## config.mk

```make
export PLATFORM = sky130hd
export DESIGN_NAME = rmic_mode_ctrl
export DESIGN_NICKNAME = d
export VERILOG_FILES = /design/src/hdl/rmic_pkg.sv /design/src/hdl/rmic_mode_ctrl.sv /design/src/hdl/rmic_spi_link.sv
export SDC_FILE = /design/constraint.sdc
export NUM_CORES = 1
export LEC_CHECK = 0
export ABC_CLOCK_PERIOD_IN_PS = 5300
export BUFFER_PORTS_ARGS = -buffer_cell sky130_fd_sc_hd__clkbuf_2
export CAP_MARGIN = 0
export CORE_ASPECT_RATIO = 0.5
export CORE_MARGIN = 2
export CORE_UTILIZATION = 62
export DETAILED_ROUTE_END_ITERATION = 12
export HOLD_SLACK_MARGIN = 0.15
export PLACE_DENSITY = 0.8
export SYNTH_ARGS = -nofsm -noshare
export SYNTH_HDL_FRONTEND = slang
export SYNTH_SLANG_ARGS = --single-unit
```

## constraint.sdc

```tcl
create_clock -name i_clk -period 5.3 [get_ports i_clk]
set_input_delay 0.53 -clock i_clk [delete_from_list [all_inputs] [get_ports i_clk]]
set_output_delay 0.53 -clock i_clk [all_outputs]
set_load 0.05 [all_outputs]
```

## src/hdl/rmic_pkg.sv

```systemverilog
package rmic_pkg;
	// Register offsets on the serial register space.
	localparam logic [15:0] REG_PAD_OUTPUT_ENABLE = 16'h0580;
	localparam logic [15:0] REG_PAD_INPUT_ENABLE = 16'h0583;
	localparam logic [15:0] REG_PAD_PULLUP_ENABLE = 16'h0584;
	localparam logic [15:0] REG_PAD_PULLDOWN_ENABLE = 16'h0585;
	localparam logic [15:0] REG_REF_SUPPLY_CONTROL = 16'h0920;
	// Reset values of the pad and supply registers.
	localparam logic [7:0] PAD_OE_RST = 8'h00;
	localparam logic [7:0] PAD_IE_RST = 8'h0F;
	localparam logic [7:0] PAD_PU_RST = 8'h00;
	localparam logic [7:0] PAD_PD_RST = 8'h0F;
	localparam logic [7:0] REF_SUPPLY_RST = 8'h00;
	// Bit of the pad registers that belongs to the third event pin.
	localparam int PIN_THREE_BIT = 3;
	// Level field of the supply control register and the manual level bit.
	localparam int REF_LEVEL_LSB = 0;
	localparam int REF_LEVEL_MSB = 2;
	localparam int REF_DRIVE_BIT = 3;
	// Level code that gives a 3.0 V high level on the third event pin.
	localparam logic [2:0] REF_LEVEL_3V0 = 3'h6;
	// Interrupt status word layout.
	localparam int IRQ_COUNT = 10;
	localparam int IRQ_TX_COMPLETE = 0;
	localparam int IRQ_RX_COMPLETE = 1;
	localparam int IRQ_PREAMBLE_FOUND = 2;
	localparam int IRQ_SYNC_PATTERN_OK = 3;
	localparam int IRQ_HEADER_OK = 4;
	localparam int IRQ_HEADER_CRC_FAIL = 5;
	localparam int IRQ_PAYLOAD_CRC_FAIL = 6;
	localparam int IRQ_ACTIVITY_SCAN_DONE = 7;
	localparam int IRQ_ACTIVITY_FOUND = 8;
	localparam int IRQ_TIMEOUT = 9;
	// Source groups: chirp only, frequency-shift only, receive and transmit sources.
	localparam logic [9:0] IRQ_CHIRP_ONLY = 10'h1B0;
	localparam logic [9:0] IRQ_FSK_ONLY = 10'h008;
	localparam logic [9:0] IRQ_RX_SOURCES = 10'h3FE;
	localparam logic [9:0] IRQ_TX_SOURCES = 10'h201;
	// Calibration block select: slow RC, fast RC, PLL, receive ADC, image.
	localparam logic [4:0] CAL_ALL = 5'h1F;
	localparam logic [4:0] CAL_IMAGE = 5'h10;
	// Default image calibration band codes.
	localparam logic [7:0] BAND_LOW_RST = 8'hE1;
	localparam logic [7:0] BAND_HIGH_RST = 8'hE9;
	// Command opcodes of the serial port.
	localparam logic [7:0] OP_WRITE_REG = 8'h01;
	localparam logic [7:0] OP_READ_REG = 8'h02;
	localparam logic [7:0] OP_STANDBY_SELECT = 8'h03;
	localparam logic [7:0] OP_SLEEP = 8'h04;
	localparam logic [7:0] OP_SYNTH_HOLD = 8'h05;
	localparam logic [7:0] OP_TX = 8'h06;
	localparam logic [7:0] OP_RX = 8'h07;
	localparam logic [7:0] OP_CALIBRATE = 8'h08;
	localparam logic [7:0] OP_IMAGE_CAL = 8'h09;
	localparam logic [7:0] OP_EVENT_ROUTING = 8'h0A;
	localparam logic [7:0] OP_EVENT_READ = 8'h0B;
	localparam logic [7:0] OP_EVENT_CLEAR = 8'h0C;
	localparam logic [7:0] OP_REGULATOR_SELECT = 8'h0D;
	localparam logic [7:0] OP_PACKET_TYPE = 8'h0E;
	// Number of parameter bytes kept per command.
	localparam int PARAM_BYTES = 8;
	// Operating modes of the sequencer.
	typedef enum logic [3:0] {
		MD_STARTUP,
		MD_CALIBRATE,
		MD_SLEEP,
		MD_WAKE,
		MD_STANDBY_FAST,
		MD_STANDBY_CRYSTAL,
		MD_SYNTH,
		MD_RX,
		MD_TX
	} rmic_mode_t;
endpackage : rmic_pkg

```

## src/hdl/rmic_mode_ctrl.sv

```systemverilog
`timescale 1ns/1ps
module rmic_mode_ctrl (
	input wire logic i_clk,
	input wire logic i_rst_n,
	input wire logic i_sck,
	input wire logic i_mosi,
	input wire logic i_select_pin_n,
	input wire logic i_supply_ready,
	input wire logic i_boot_done,
	input wire logic i_cal_done,
	input wire logic i_pll_settled,
	input wire logic i_rx_ready,
	input wire logic i_tx_ready,
	input wire logic i_op_done,
	input wire logic i_wake_timer,
	input wire logic [rmic_pkg::IRQ_COUNT-1:0] i_events,
	output logic o_miso,
	output logic o_miso_oe,
	output logic o_spi_inputs_en,
	output logic o_busy,
	output logic o_busy_oe,
	output logic o_busy_weak_high_bias,
	output logic o_event_pin_one,
	output logic o_event_pin_two,
	output logic o_event_pin_three,
	output logic [2:0] o_event_pin_oe,
	output logic [2:0] o_event_pin_weak_low_bias,
	output logic [2:0] o_event_three_level,
	output logic o_hard_reset_weak_high_bias,
	output rmic_pkg::rmic_mode_t o_mode,
	output logic o_slow_rc_osc_en,
	output logic o_fast_rc_osc_en,
	output logic o_crystal_osc_en,
	output logic o_dcdc_en,
	output logic o_synth_en,
	output logic o_rx_en,
	output logic o_tx_en,
	output logic o_packet_chirp,
	output logic o_cal_start,
	output logic [4:0] o_cal_blocks,
	output logic [7:0] o_band_low_code,
	output logic [7:0] o_band_high_code
);
	import rmic_pkg::*;

	// Whole state of the sequencer.
	typedef struct packed {
		rmic_mode_t mode;
		logic busy;
		logic reset_bias;
		logic [9:0] status;
		logic [9:0] enable;
		logic [9:0] map_one;
		logic [9:0] map_two;
		logic [9:0] map_three;
		logic [7:0] pad_oe;
		logic [7:0] pad_ie;
		logic [7:0] pad_pu;
		logic [7:0] pad_pd;
		logic [7:0] ref_ctl;
		logic dcdc_sel;
		logic chirp;
		logic [4:0] cal_sel;
		logic cal_go;
		logic [7:0] band_low;
		logic [7:0] band_high;
		logic [7:0] opcode;
		logic [3:0] count;
		logic [PARAM_BYTES-1:0][7:0] prm;
	} rmic_state_t;

	// Reset image: startup mode with busy high.
	localparam rmic_state_t ST_RST = '{
		mode: MD_STARTUP,
		busy: 1'b1,
		pad_oe: PAD_OE_RST,
		pad_ie: PAD_IE_RST,
		pad_pu: PAD_PU_RST,
		pad_pd: PAD_PD_RST,
		ref_ctl: REF_SUPPLY_RST,
		band_low: BAND_LOW_RST,
		band_high: BAND_HIGH_RST,
		default: '0
	};

	rmic_state_t q;
	rmic_state_t d;

	logic sel_n;         // Synchronised select level.
	logic frame_start;   // Pulse on select falling.
	logic frame_end;     // Pulse on select rising.
	logic byte_valid;    // Pulse when a byte has arrived.
	logic [7:0] rx_byte; // Byte from the host.
	logic [7:0] tx_byte; // Answer byte for the next slot.
	logic active;        // Pads are driven in this mode.
	logic manual_three;  // Third event pin under manual control.
	logic [9:0] pending; // Enabled status bits that are set.
	logic [9:0] clear;   // Status bits cleared by the host.

	// Pin engine for the four-wire serial port.
	rmic_spi_link u_link (
		.i_clk(i_clk),
		.i_rst_n(i_rst_n),
		.i_sck(i_sck),
		.i_mosi(i_mosi),
		.i_select_pin_n(i_select_pin_n),
		.i_tx_byte(tx_byte),
		.o_select_n(sel_n),
		.o_frame_start(frame_start),
		.o_frame_end(frame_end),
		.o_byte_valid(byte_valid),
		.o_byte(rx_byte),
		.o_miso(o_miso)
	);

	// Sources that can fire for a mode and packet type.
	function automatic logic [9:0] allowed(input rmic_mode_t m, input logic chirp);
		logic [9:0] a;
		a = (m == MD_RX) ? IRQ_RX_SOURCES : (m == MD_TX) ? IRQ_TX_SOURCES : 10'h000;
		a = chirp ? (a & ~IRQ_FSK_ONLY) : (a & ~IRQ_CHIRP_ONLY);
		return a;
	endfunction : allowed

	// Register read decode; unmapped addresses read as zero.
	function automatic logic [7:0] reg_read(input rmic_state_t s, input logic [15:0] a);
		case (a)
			REG_PAD_OUTPUT_ENABLE: return s.pad_oe;
			REG_PAD_INPUT_ENABLE: return s.pad_ie;
			REG_PAD_PULLUP_ENABLE: return s.pad_pu;
			REG_PAD_PULLDOWN_ENABLE: return s.pad_pd;
			REG_REF_SUPPLY_CONTROL: return s.ref_ctl;
			default: return 8'h00;
		endcase
	endfunction : reg_read

	// True in the modes whose pads are actively driven.
	function automatic logic is_active(input rmic_mode_t m);
		return m inside {MD_STANDBY_FAST, MD_STANDBY_CRYSTAL, MD_SYNTH, MD_RX, MD_TX};
	endfunction : is_active

	assign active = is_active(q.mode);
	assign pending = q.status & q.enable;
	// Manual mode needs output on and input, pull-up and pull-down off.
	assign manual_three = q.pad_oe[PIN_THREE_BIT] & ~q.pad_ie[PIN_THREE_BIT]
		& ~q.pad_pu[PIN_THREE_BIT] & ~q.pad_pd[PIN_THREE_BIT];

	// Answer byte for the next slot; a read's low address byte is taken from the link as it arrives, before it is stored.
	always_comb begin
		tx_byte = {4'h0, q.mode};
		if (q.opcode == OP_READ_REG && q.count == 4'h2 && byte_valid) begin
			tx_byte = reg_read(q, {q.prm[0], rx_byte});
		end else if (q.opcode == OP_EVENT_READ && q.count == 4'h1) begin
			tx_byte = {6'h00, q.status[9:8]};
		end else if (q.opcode == OP_EVENT_READ && q.count == 4'h2) begin
			tx_byte = q.status[7:0];
		end
	end

	// Status bits cleared by a completed clear command.
	always_comb begin
		clear = 10'h000;
		if (frame_end && !q.busy && q.opcode == OP_EVENT_CLEAR && q.count >= 4'h3) begin
			clear = {q.prm[0][1:0], q.prm[1]};
		end
	end

	// Next state: byte capture, mode sequencing and command execution.
	always_comb begin
		d = q;
		d.cal_go = 1'b0;
		d.reset_bias = 1'b1;
		// Sticky status; a new event wins over a clear in the same cycle.
		d.status = (q.status & ~clear) | (i_events & q.enable & allowed(q.mode, q.chirp));
		// Capture the opcode and up to eight parameter bytes.
		if (frame_start) begin
			d.count = 4'h0;
			d.opcode = 8'h00;
		end else if (byte_valid && q.count != 4'h9) begin
			d.count = q.count + 4'h1;
			if (q.count == 4'h0) begin
				d.opcode = rx_byte;
			end else begin
				d.prm[3'(q.count - 4'h1)] = rx_byte;
			end
		end
		// Mode sequencing driven by the radio core.
		case (q.mode)
			MD_STARTUP: begin
				if (i_supply_ready && i_boot_done) begin
					d.mode = MD_CALIBRATE;
					d.cal_sel = CAL_ALL;
					d.cal_go = 1'b1;
				end
			end
			MD_CALIBRATE: begin
				if (i_cal_done && !q.cal_go) begin
					d.mode = MD_STANDBY_FAST;
					d.busy = 1'b0;
				end
			end
			MD_SLEEP: begin
				if (!sel_n || i_wake_timer) begin
					d.mode = MD_WAKE;
					// Leaving sleep restores the pad and supply defaults.
					d.pad_oe = PAD_OE_RST;
					d.pad_ie = PAD_IE_RST;
					d.pad_pu = PAD_PU_RST;
					d.pad_pd = PAD_PD_RST;
					d.ref_ctl = REF_SUPPLY_RST;
				end
			end
			MD_WAKE: begin
				if (i_supply_ready && i_boot_done) begin
					d.mode = MD_STANDBY_FAST;
					d.busy = 1'b0;
				end
			end
			MD_SYNTH: begin
				if (q.busy && i_pll_settled) begin
					d.busy = 1'b0;
				end
			end
			MD_RX: begin
				if (q.busy && i_rx_ready) begin
					d.busy = 1'b0;
				end else if (!q.busy && i_op_done) begin
					d.mode = MD_STANDBY_FAST;
				end
			end
			MD_TX: begin
				if (q.busy && i_tx_ready) begin
					d.busy = 1'b0;
				end else if (!q.busy && i_op_done) begin
					d.mode = MD_STANDBY_FAST;
				end
			end
			default: begin
			end
		endcase
		// Commands run at the end of a frame when the device is idle.
		if (frame_end && !q.busy && active && q.count != 4'h0) begin
			case (q.opcode)
				OP_WRITE_REG: begin
					if (q.count >= 4'h4) begin
						case ({q.prm[0], q.prm[1]})
							REG_PAD_OUTPUT_ENABLE: d.pad_oe = q.prm[2];
							REG_PAD_INPUT_ENABLE: d.pad_ie = q.prm[2];
							REG_PAD_PULLUP_ENABLE: d.pad_pu = q.prm[2];
							REG_PAD_PULLDOWN_ENABLE: d.pad_pd = q.prm[2];
							REG_REF_SUPPLY_CONTROL: d.ref_ctl = q.prm[2];
							default: begin
							end
						endcase
					end
				end
				OP_STANDBY_SELECT: begin
					// Parameter bit 0 low keeps the fast RC, high runs the crystal.
					d.mode = (q.count >= 4'h2 && q.prm[0][0]) ? MD_STANDBY_CRYSTAL
						: MD_STANDBY_FAST;
				end
				OP_SLEEP: begin
					if (q.mode == MD_STANDBY_FAST) begin
						d.mode = MD_SLEEP;
						d.busy = 1'b1;
					end
				end
				OP_SYNTH_HOLD: begin
					d.mode = MD_SYNTH;
					d.busy = 1'b1;
				end
				OP_RX: begin
					d.mode = MD_RX;
					d.busy = 1'b1;
				end
				OP_TX: begin
					d.mode = MD_TX;
					d.busy = 1'b1;
				end
				OP_CALIBRATE: begin
					d.mode = MD_CALIBRATE;
					d.cal_sel = q.prm[0][4:0];
					d.cal_go = 1'b1;
					d.busy = 1'b1;
				end
				OP_IMAGE_CAL: begin
					if (q.count >= 4'h3) begin
						d.band_low = q.prm[0];
						d.band_high = q.prm[1];
						d.mode = MD_CALIBRATE;
						d.cal_sel = CAL_IMAGE;
						d.cal_go = 1'b1;
						d.busy = 1'b1;
					end
				end
				OP_EVENT_ROUTING: begin
					if (q.count == 4'h9) begin
						d.enable = {q.prm[0][1:0], q.prm[1]};
						d.map_one = {q.prm[2][1:0], q.prm[3]};
						d.map_two = {q.prm[4][1:0], q.prm[5]};
						d.map_three = {q.prm[6][1:0], q.prm[7]};
					end
				end
				OP_REGULATOR_SELECT: begin
					if (q.mode == MD_STANDBY_FAST) begin
						d.dcdc_sel = q.prm[0][0];
					end
				end
				OP_PACKET_TYPE: begin
					d.chirp = q.prm[0][0];
				end
				default: begin
				end
			endcase
		end
	end

	// State register.
	always_ff @(posedge i_clk or negedge i_rst_n) begin
		if (!i_rst_n) begin
			q <= ST_RST;
		end else begin
			q <= d;
		end
	end

	// Pads: weak biases in reset, startup, calibration, sleep and wake, driven otherwise; the reset pin pull is off in reset and on after it.
	assign o_busy = q.busy;
	assign o_busy_oe = active;
	assign o_busy_weak_high_bias = ~active;
	assign o_miso_oe = active;
	assign o_spi_inputs_en = active;
	assign o_event_pin_oe = {3{active}};
	assign o_event_pin_weak_low_bias = {3{~active}};
	assign o_hard_reset_weak_high_bias = q.reset_bias;
	// Event pins follow enabled, routed and set status bits; in manual mode the third pin follows the drive bit.
	assign o_event_pin_one = active & (|(pending & q.map_one));
	assign o_event_pin_two = active & (|(pending & q.map_two));
	assign o_event_pin_three = active & (manual_three ? q.ref_ctl[REF_DRIVE_BIT]
		: (|(pending & q.map_three)));
	assign o_event_three_level = q.ref_ctl[REF_LEVEL_MSB:REF_LEVEL_LSB];

	// Resources enabled per mode.
	assign o_mode = q.mode;
	assign o_slow_rc_osc_en = (q.mode == MD_SLEEP);
	assign o_fast_rc_osc_en = (q.mode != MD_SLEEP);
	assign o_crystal_osc_en = q.mode inside {MD_CALIBRATE, MD_STANDBY_CRYSTAL, MD_SYNTH,
		MD_RX, MD_TX};
	assign o_dcdc_en = q.dcdc_sel & (q.mode inside {MD_STANDBY_CRYSTAL, MD_SYNTH,
		MD_RX, MD_TX});
	assign o_synth_en = q.mode inside {MD_SYNTH, MD_RX, MD_TX};
	assign o_rx_en = (q.mode == MD_RX);
	assign o_tx_en = (q.mode == MD_TX);
	assign o_packet_chirp = q.chirp;
	assign o_cal_start = q.cal_go;
	assign o_cal_blocks = q.cal_sel;
	assign o_band_low_code = q.band_low;
	assign o_band_high_code = q.band_high;
endmodule : rmic_mode_ctrl

```

## src/hdl/rmic_spi_link.sv

```systemverilog
`timescale 1ns/1ps
// Serial port byte engine, sampling the link pins on the system clock.
module rmic_spi_link (
	input wire logic i_clk,
	input wire logic i_rst_n,
	input wire logic i_sck,
	input wire logic i_mosi,
	input wire logic i_select_pin_n,
	input wire logic [7:0] i_tx_byte,
	output logic o_select_n,
	output logic o_frame_start,
	output logic o_frame_end,
	output logic o_byte_valid,
	output logic [7:0] o_byte,
	output logic o_miso
);
	import rmic_pkg::*;

	// Whole state of the link engine.
	typedef struct packed {
		logic [2:0] sck;
		logic [2:0] sel;
		logic [1:0] mosi;
		logic [7:0] shift_in;
		logic [7:0] shift_out;
		logic [2:0] bits;
		logic load;
		logic start;
		logic stop;
		logic valid;
		logic [7:0] data;
	} rmic_link_t;

	localparam rmic_link_t LINK_RST = '{sel: 3'h7, default: '0};

	rmic_link_t q;
	rmic_link_t d;

	// Next state: synchronise, find edges, shift bytes in and out.
	always_comb begin
		d = q;
		d.sck = {q.sck[1:0], i_sck};
		d.sel = {q.sel[1:0], i_select_pin_n};
		d.mosi = {q.mosi[0], i_mosi};
		d.start = 1'b0;
		d.stop = 1'b0;
		d.valid = 1'b0;
		d.load = 1'b0;
		// A pending load takes the next answer byte from the sequencer.
		if (q.load) begin
			d.shift_out = i_tx_byte;
		end
		if (q.sel[2] && !q.sel[1]) begin
			// Select fell: restart the bit count and fetch the first answer.
			d.start = 1'b1;
			d.bits = 3'h0;
			d.load = 1'b1;
		end else if (!q.sel[2] && q.sel[1]) begin
			// Select rose: the frame ends and the command may run.
			d.stop = 1'b1;
		end else if (!q.sel[1]) begin
			if (!q.sck[2] && q.sck[1]) begin
				// Rising clock edge samples the host data.
				d.shift_in = {q.shift_in[6:0], q.mosi[1]};
				d.bits = q.bits + 3'h1;
				if (q.bits == 3'h7) begin
					d.valid = 1'b1;
					d.data = {q.shift_in[6:0], q.mosi[1]};
					d.load = 1'b1;
				end
			end else if (q.sck[2] && !q.sck[1] && q.bits != 3'h0) begin
				// Falling edge inside a byte moves the next answer bit out.
				d.shift_out = {q.shift_out[6:0], 1'b0};
			end
		end
	end

	// State register.
	always_ff @(posedge i_clk or negedge i_rst_n) begin
		if (!i_rst_n) begin
			q <= LINK_RST;
		end else begin
			q <= d;
		end
	end

	assign o_select_n = q.sel[1];
	assign o_frame_start = q.start;
	assign o_frame_end = q.stop;
	assign o_byte_valid = q.valid;
	assign o_byte = q.data;
	assign o_miso = q.shift_out[7];
endmodule : rmic_spi_link

```

Yosys cells after proc, flatten, opt, wreduce, memory -nomap -nowiden
Index checks and enable logic that the tools add are counted.
- flip-flop bits (word level): 234
- output and inout bits: 53
- input bits: 23
- reductions and logical operators: 54
- muxes and demuxes: 68
- eq/ne operators: 40
- $add $sub $neg: 3
- bitwise logic cells: 25
- order comparisons: 5
- operators with widths (cell ; count):
    $mux W40 ; 4
    $eq A16 B11 Y1 const B ; 8
    $mux W64 ; 2
    $mux W8 ; 14
    $mux W76 ; 1
    $and A10 B10 Y10 ; 7
    $bwmux W64 ; 1
    $eq A8 B4 Y1 const B ; 7
    $mux W9 ; 5
    $mux W10 ; 4
    $pmux W8 S5 ; 1
    $mux W12 ; 3
    $eq A16 B12 Y1 const B ; 2
    $eq A8 B3 Y1 const B ; 4
    $reduce_or A10 Y1 ; 3
    $mux W4 ; 7
    $pmux W4 S7 ; 1
    $mux W5 ; 5
    $demux W8 S3 ; 1
    $pmux W4 S6 ; 1
    $logic_and A1 B1 Y1 ; 23
    $mux W22 ; 1
    $eq A4 B3 Y1 const B ; 4
    $eq A8 B2 Y1 const B ; 2
    other kinds (38) ; 84

Longest topological paths before layout
- depth after elaboration: 11
- mapped depth: 10

Cells and area by module
A second synthesis with hierarchy kept.
- cells, all modules: 933
- area, all modules: 10712.8 µm²
- modules (own cells, without submodules) (module ; area each (µm²) ; seq. area each (µm²) ; cells an instance ; instances):
    rmic_mode_ctrl ; 9172.5 ; 4626.9 ; 834 ; 1
    rmic_spi_link ; 1540.2 ; 954.7 ; 99 ; 1

Least setup slack after synthesis
No wires, ideal clock.
- kind: flip-flop to output port
- start point: register q (netlist bit o_mode[0])
- end point: output o_fast_rc_osc_en
- cell stages (with the launch flop): 4
- data arrival time: 3100 ps
- data required time: 4770 ps
- setup slack: 1670 ps
- cells stage by stage: dfrtp_1 clkbuf_1 nor4b_1 inv_1
- cells in the longest elaborated chain, start to end: 1
- RTL lines (element ; RTL line ; source):
    from (decl) ; rmic_mode_ctrl.sv:86 ; rmic_state_t q;
    from (signal assigned) ; rmic_mode_ctrl.sv:320 ; q <= ST_RST;
    from (signal assigned) ; rmic_mode_ctrl.sv:322 ; q <= d;
    $ne A4 B2 Y1 ; rmic_mode_ctrl.sv:345 ; assign o_fast_rc_osc_en = (q.mode != MD_SLEEP);
    to (decl) ; rmic_mode_ctrl.sv:32 ; output logic o_fast_rc_osc_en,
Every way passes these cells.

Worst setup path after layout
- start point: register q (netlist bit o_mode[1])
- end point: output o_event_pin_one
- cells in the longest elaborated chain, start to end: 3
- RTL lines (element ; RTL line ; source):
    $eq A4 B3 Y1 / $eq A4 B4 Y1 (equally long branches) ; rmic_mode_ctrl.sv:138 ; return m inside {MD_STANDBY_FAST, MD_STANDBY_CRYSTAL, MD_SYNTH, MD_RX, MD_TX};
    $reduce_bool A5 Y1 * ; rmic_mode_ctrl.sv:138 ;
    $and A1 B1 Y1 * ; rmic_mode_ctrl.sv:336 ; assign o_event_pin_one = active & (|(pending & q.map_one));
    to (decl) ; rmic_mode_ctrl.sv:23 ; output logic o_event_pin_one,
Every way passes the cells marked *; elsewhere a longest branch is shown, timed or not.

==> results.md <==
* Status: finished, final reports clean
* Antenna viol nets, final at 0
* Die H at 96.6 µm
* Worst flop-to-flop path endpoint: q[133]
* TritonCTS buffer count at 20
* Avg WL per Cell at between 20 and 25 µm
* Nets at approximately 1000
* Vias in the first global route at around 7600
* Maximum vdd drop at 0.000241 V
* Vias per cell at roughly 6.3
* Post-synth EDFFs at 0
* Final cell count without fillers at 1231
* Clock slew at reported path FFs at 0.07 ns
* Max-cap violations at 0
* Starting DRC count in detailed routing at around 810
* Final Cycle Share at 61.2%
* Setup_tns at 0 ns
* Clock buffer depth at 3
* Reg2Reg Setup Slack at roughly 2.3 ns
* Max-slew violations at 0
* Area grow syn2layout at 9.05%
* Max Freq at 0.308 GHz
* Port Buffers at 75
* Largest net degree at the start of global routing at 110
* Max Fanout on Critical Path at 13
* FF-to-FF path depth at 5
* Power per Cell Area at 285 nW/µm²
* Final Hold Vio Count at 0
* Remaining routing DRC violations at 0
* TritonCTS Sinks at between 200 and 250
* Router iterations before antenna repair at 5
* Area contributors post-synth: dfrtp_1 47%, mux2_2 12%, dfstp_2 5.2%
* Initial Utilization at 64.2%
* WHS at 0.301 ns
* Clk root buf: clkbuf_16
* Syn Nets at around 1000
* Ant diodes at 0
* Commonest cells post-synth: 201 x dfrtp_1, 116 x mux2_2, 106 x nand2_1
* Total number of vias at roughly 7800
* Post-CTS Setup Inserts at 0
* Post-synthesis cell area at 10600 µm²
* Async SR Flop Fraction at 100%
* Total global routing overflow at 0
* Die X at 189 µm
* Largest area contributor in the synthesized netlist: dfrtp_1
* First-pass GRT wire length at 43800 µm
* Full die area at ~18000 µm²
* Worst setup path end: o_event_pin_one
* Final setup viols at 0
* Static Leakage at 5.39 nW
* Share of layout cells above drive strength 1 at 29.0%
* Yosys reg bits at 222
* Post-Route WL at 27500 µm
* Sequential element share of the synthesized area at ~52%
* Cell Rows at 33
* H-tree depth at 1
* Detailed placer's ending HPWL at 18900 µm
* Top FF cell, synth: dfrtp_1
* Mapped Cells at 966
* Arrival time worst endpoint at 2.72 ns
* Crit Path Class: register to output pin
* Clock Latency Late Sink at 0.50 ns
* GP Congestion at approximately 0.91
* Register area at 5580 µm²
* Max_slew headroom at 18.2%
* Min-delay worst type: primary input to register
* Crit. End Element: output pin
* Post-synth top area share at between 40 and 50%
* Worst-Margin Slew at 1.22 ns
* CORE AREA at 16600 µm²
* Critical Path RT at 4.77 ns
* RSZ-0062 raised after global routing: no
* Final Critical Period at 3.25 ns
* Total GRT Usage at a little under a third
* Most frequent cell after synthesis: dfrtp_1
* Initial antenna violation count at 0
* Placed insts at between 1000 and 1500
* Crit path from: o_mode[1]
* Cell variety after synth at 76
* Yosys warnings at 0
* CP Launch Type: register
* Footprint of the multi-input gates at 4470 µm²
* Final Skew at 0.00825 ns
* Filler cells at 1209
* CTS tree: built
* Average cell area after synthesis at about 11 µm²
* I/O pins at 76
## cells in the final DEF, fill, tap and decap left out, drive strengths merged, types with 10 or more instances in the layout
cell	n
a21oi	22
a32o	12
buf	10
clkbuf	106
dfrtp	201
dfstp	21
inv	27
mux2	116
mux2i	26
nand2	106
nand2b	13
nand3	51
nor2	44
nor2b	21
nor3	17
o21ai	52
## stage by stage
step                util (%)  cell area, µm²  total power [mW]  worst slack (ns)
global placement        65.8           10900              1.86              2.55
detailed placement      65.8           10900              1.87              2.44
CTS                     70.0           11600              3.31              2.06
finish                  70.0           11600              3.30              2.05
global route            70.0           11600              3.40              1.89
floorplan                  -           10600              1.81              1.67
## how the worst min path moves through the flow
stage	slack, ns	startpoint	endpoint	cells past startpoint
final	0.30	i_events[9]	q[189]	3
after global placement	0.33	u_link.d[37]	u_link.d[38]	0
after global routing	0.30	i_events[1]	q[181]	2
after CTS	0.30	i_events[1]	q[181]	2
after detailed placement	0.34	u_link.d[37]	u_link.d[38]	0
after floorplan	0.23	i_rst_n	asynchronous set/reset pin	0
## where the power goes
part           internal, mW  switching [mW]
logic                0.0365          0.0592
clock network         0.826           0.634
registers              1.72          0.0215
## critical path, cell delays in order (launching register included)
cell,delay (ns)
dfrtp_1,0.52
nor2_1,0.33
nand3b_1,0.21
nand2_1,0.32
inv_1,0.25
a31oi_1,0.27
clkbuf_2,0.32
## logic make-up after synthesis
kind of cell / after synthesis / share of synthesized area, %
adders and majority gates: 6 / 0.706
and+or+nand+nor: 328 / 16.5
buffers and inverters: 114 / 5.51
other: 1 / 0.0353
AOI/OAI and AO/OA: 148 / 9.63
DFF: 222 / 52.5
muxes: 142 / 14.7
xor gates and xnor gates: 5 / 0.412
## routing by layer
metal / track usage (%) / share of wire, % / routed length (µm)
met5: 0 / 0 / 0
met2: 43.5 / 43 / 11900
met1: 48.4 / 44 / 12200
met3: 7.15 / 10 / 2830
met4: 7.45 / 2.3 / 625
## layout make-up
type                       count  area share (%)
clock buffer                  32            5.49
inverter                      28           0.906
sequential                   222            48.1
timing repair buffer          88            4.25
multi-input combinational    630            38.5
clock inverter                 4           0.216
tap                          227            2.45
## timing repair
| action | in CTS | in global routing |
|---|---|---|
| endpoints found under the setup margin | 0 | 0 |
| hold endpoints to repair | 64 | 0 |
| hold buffers | 4 | 0 |
| gates resized for setup | 0 | 0 |
No activity file was read; power rests on OpenSTA's default activity.
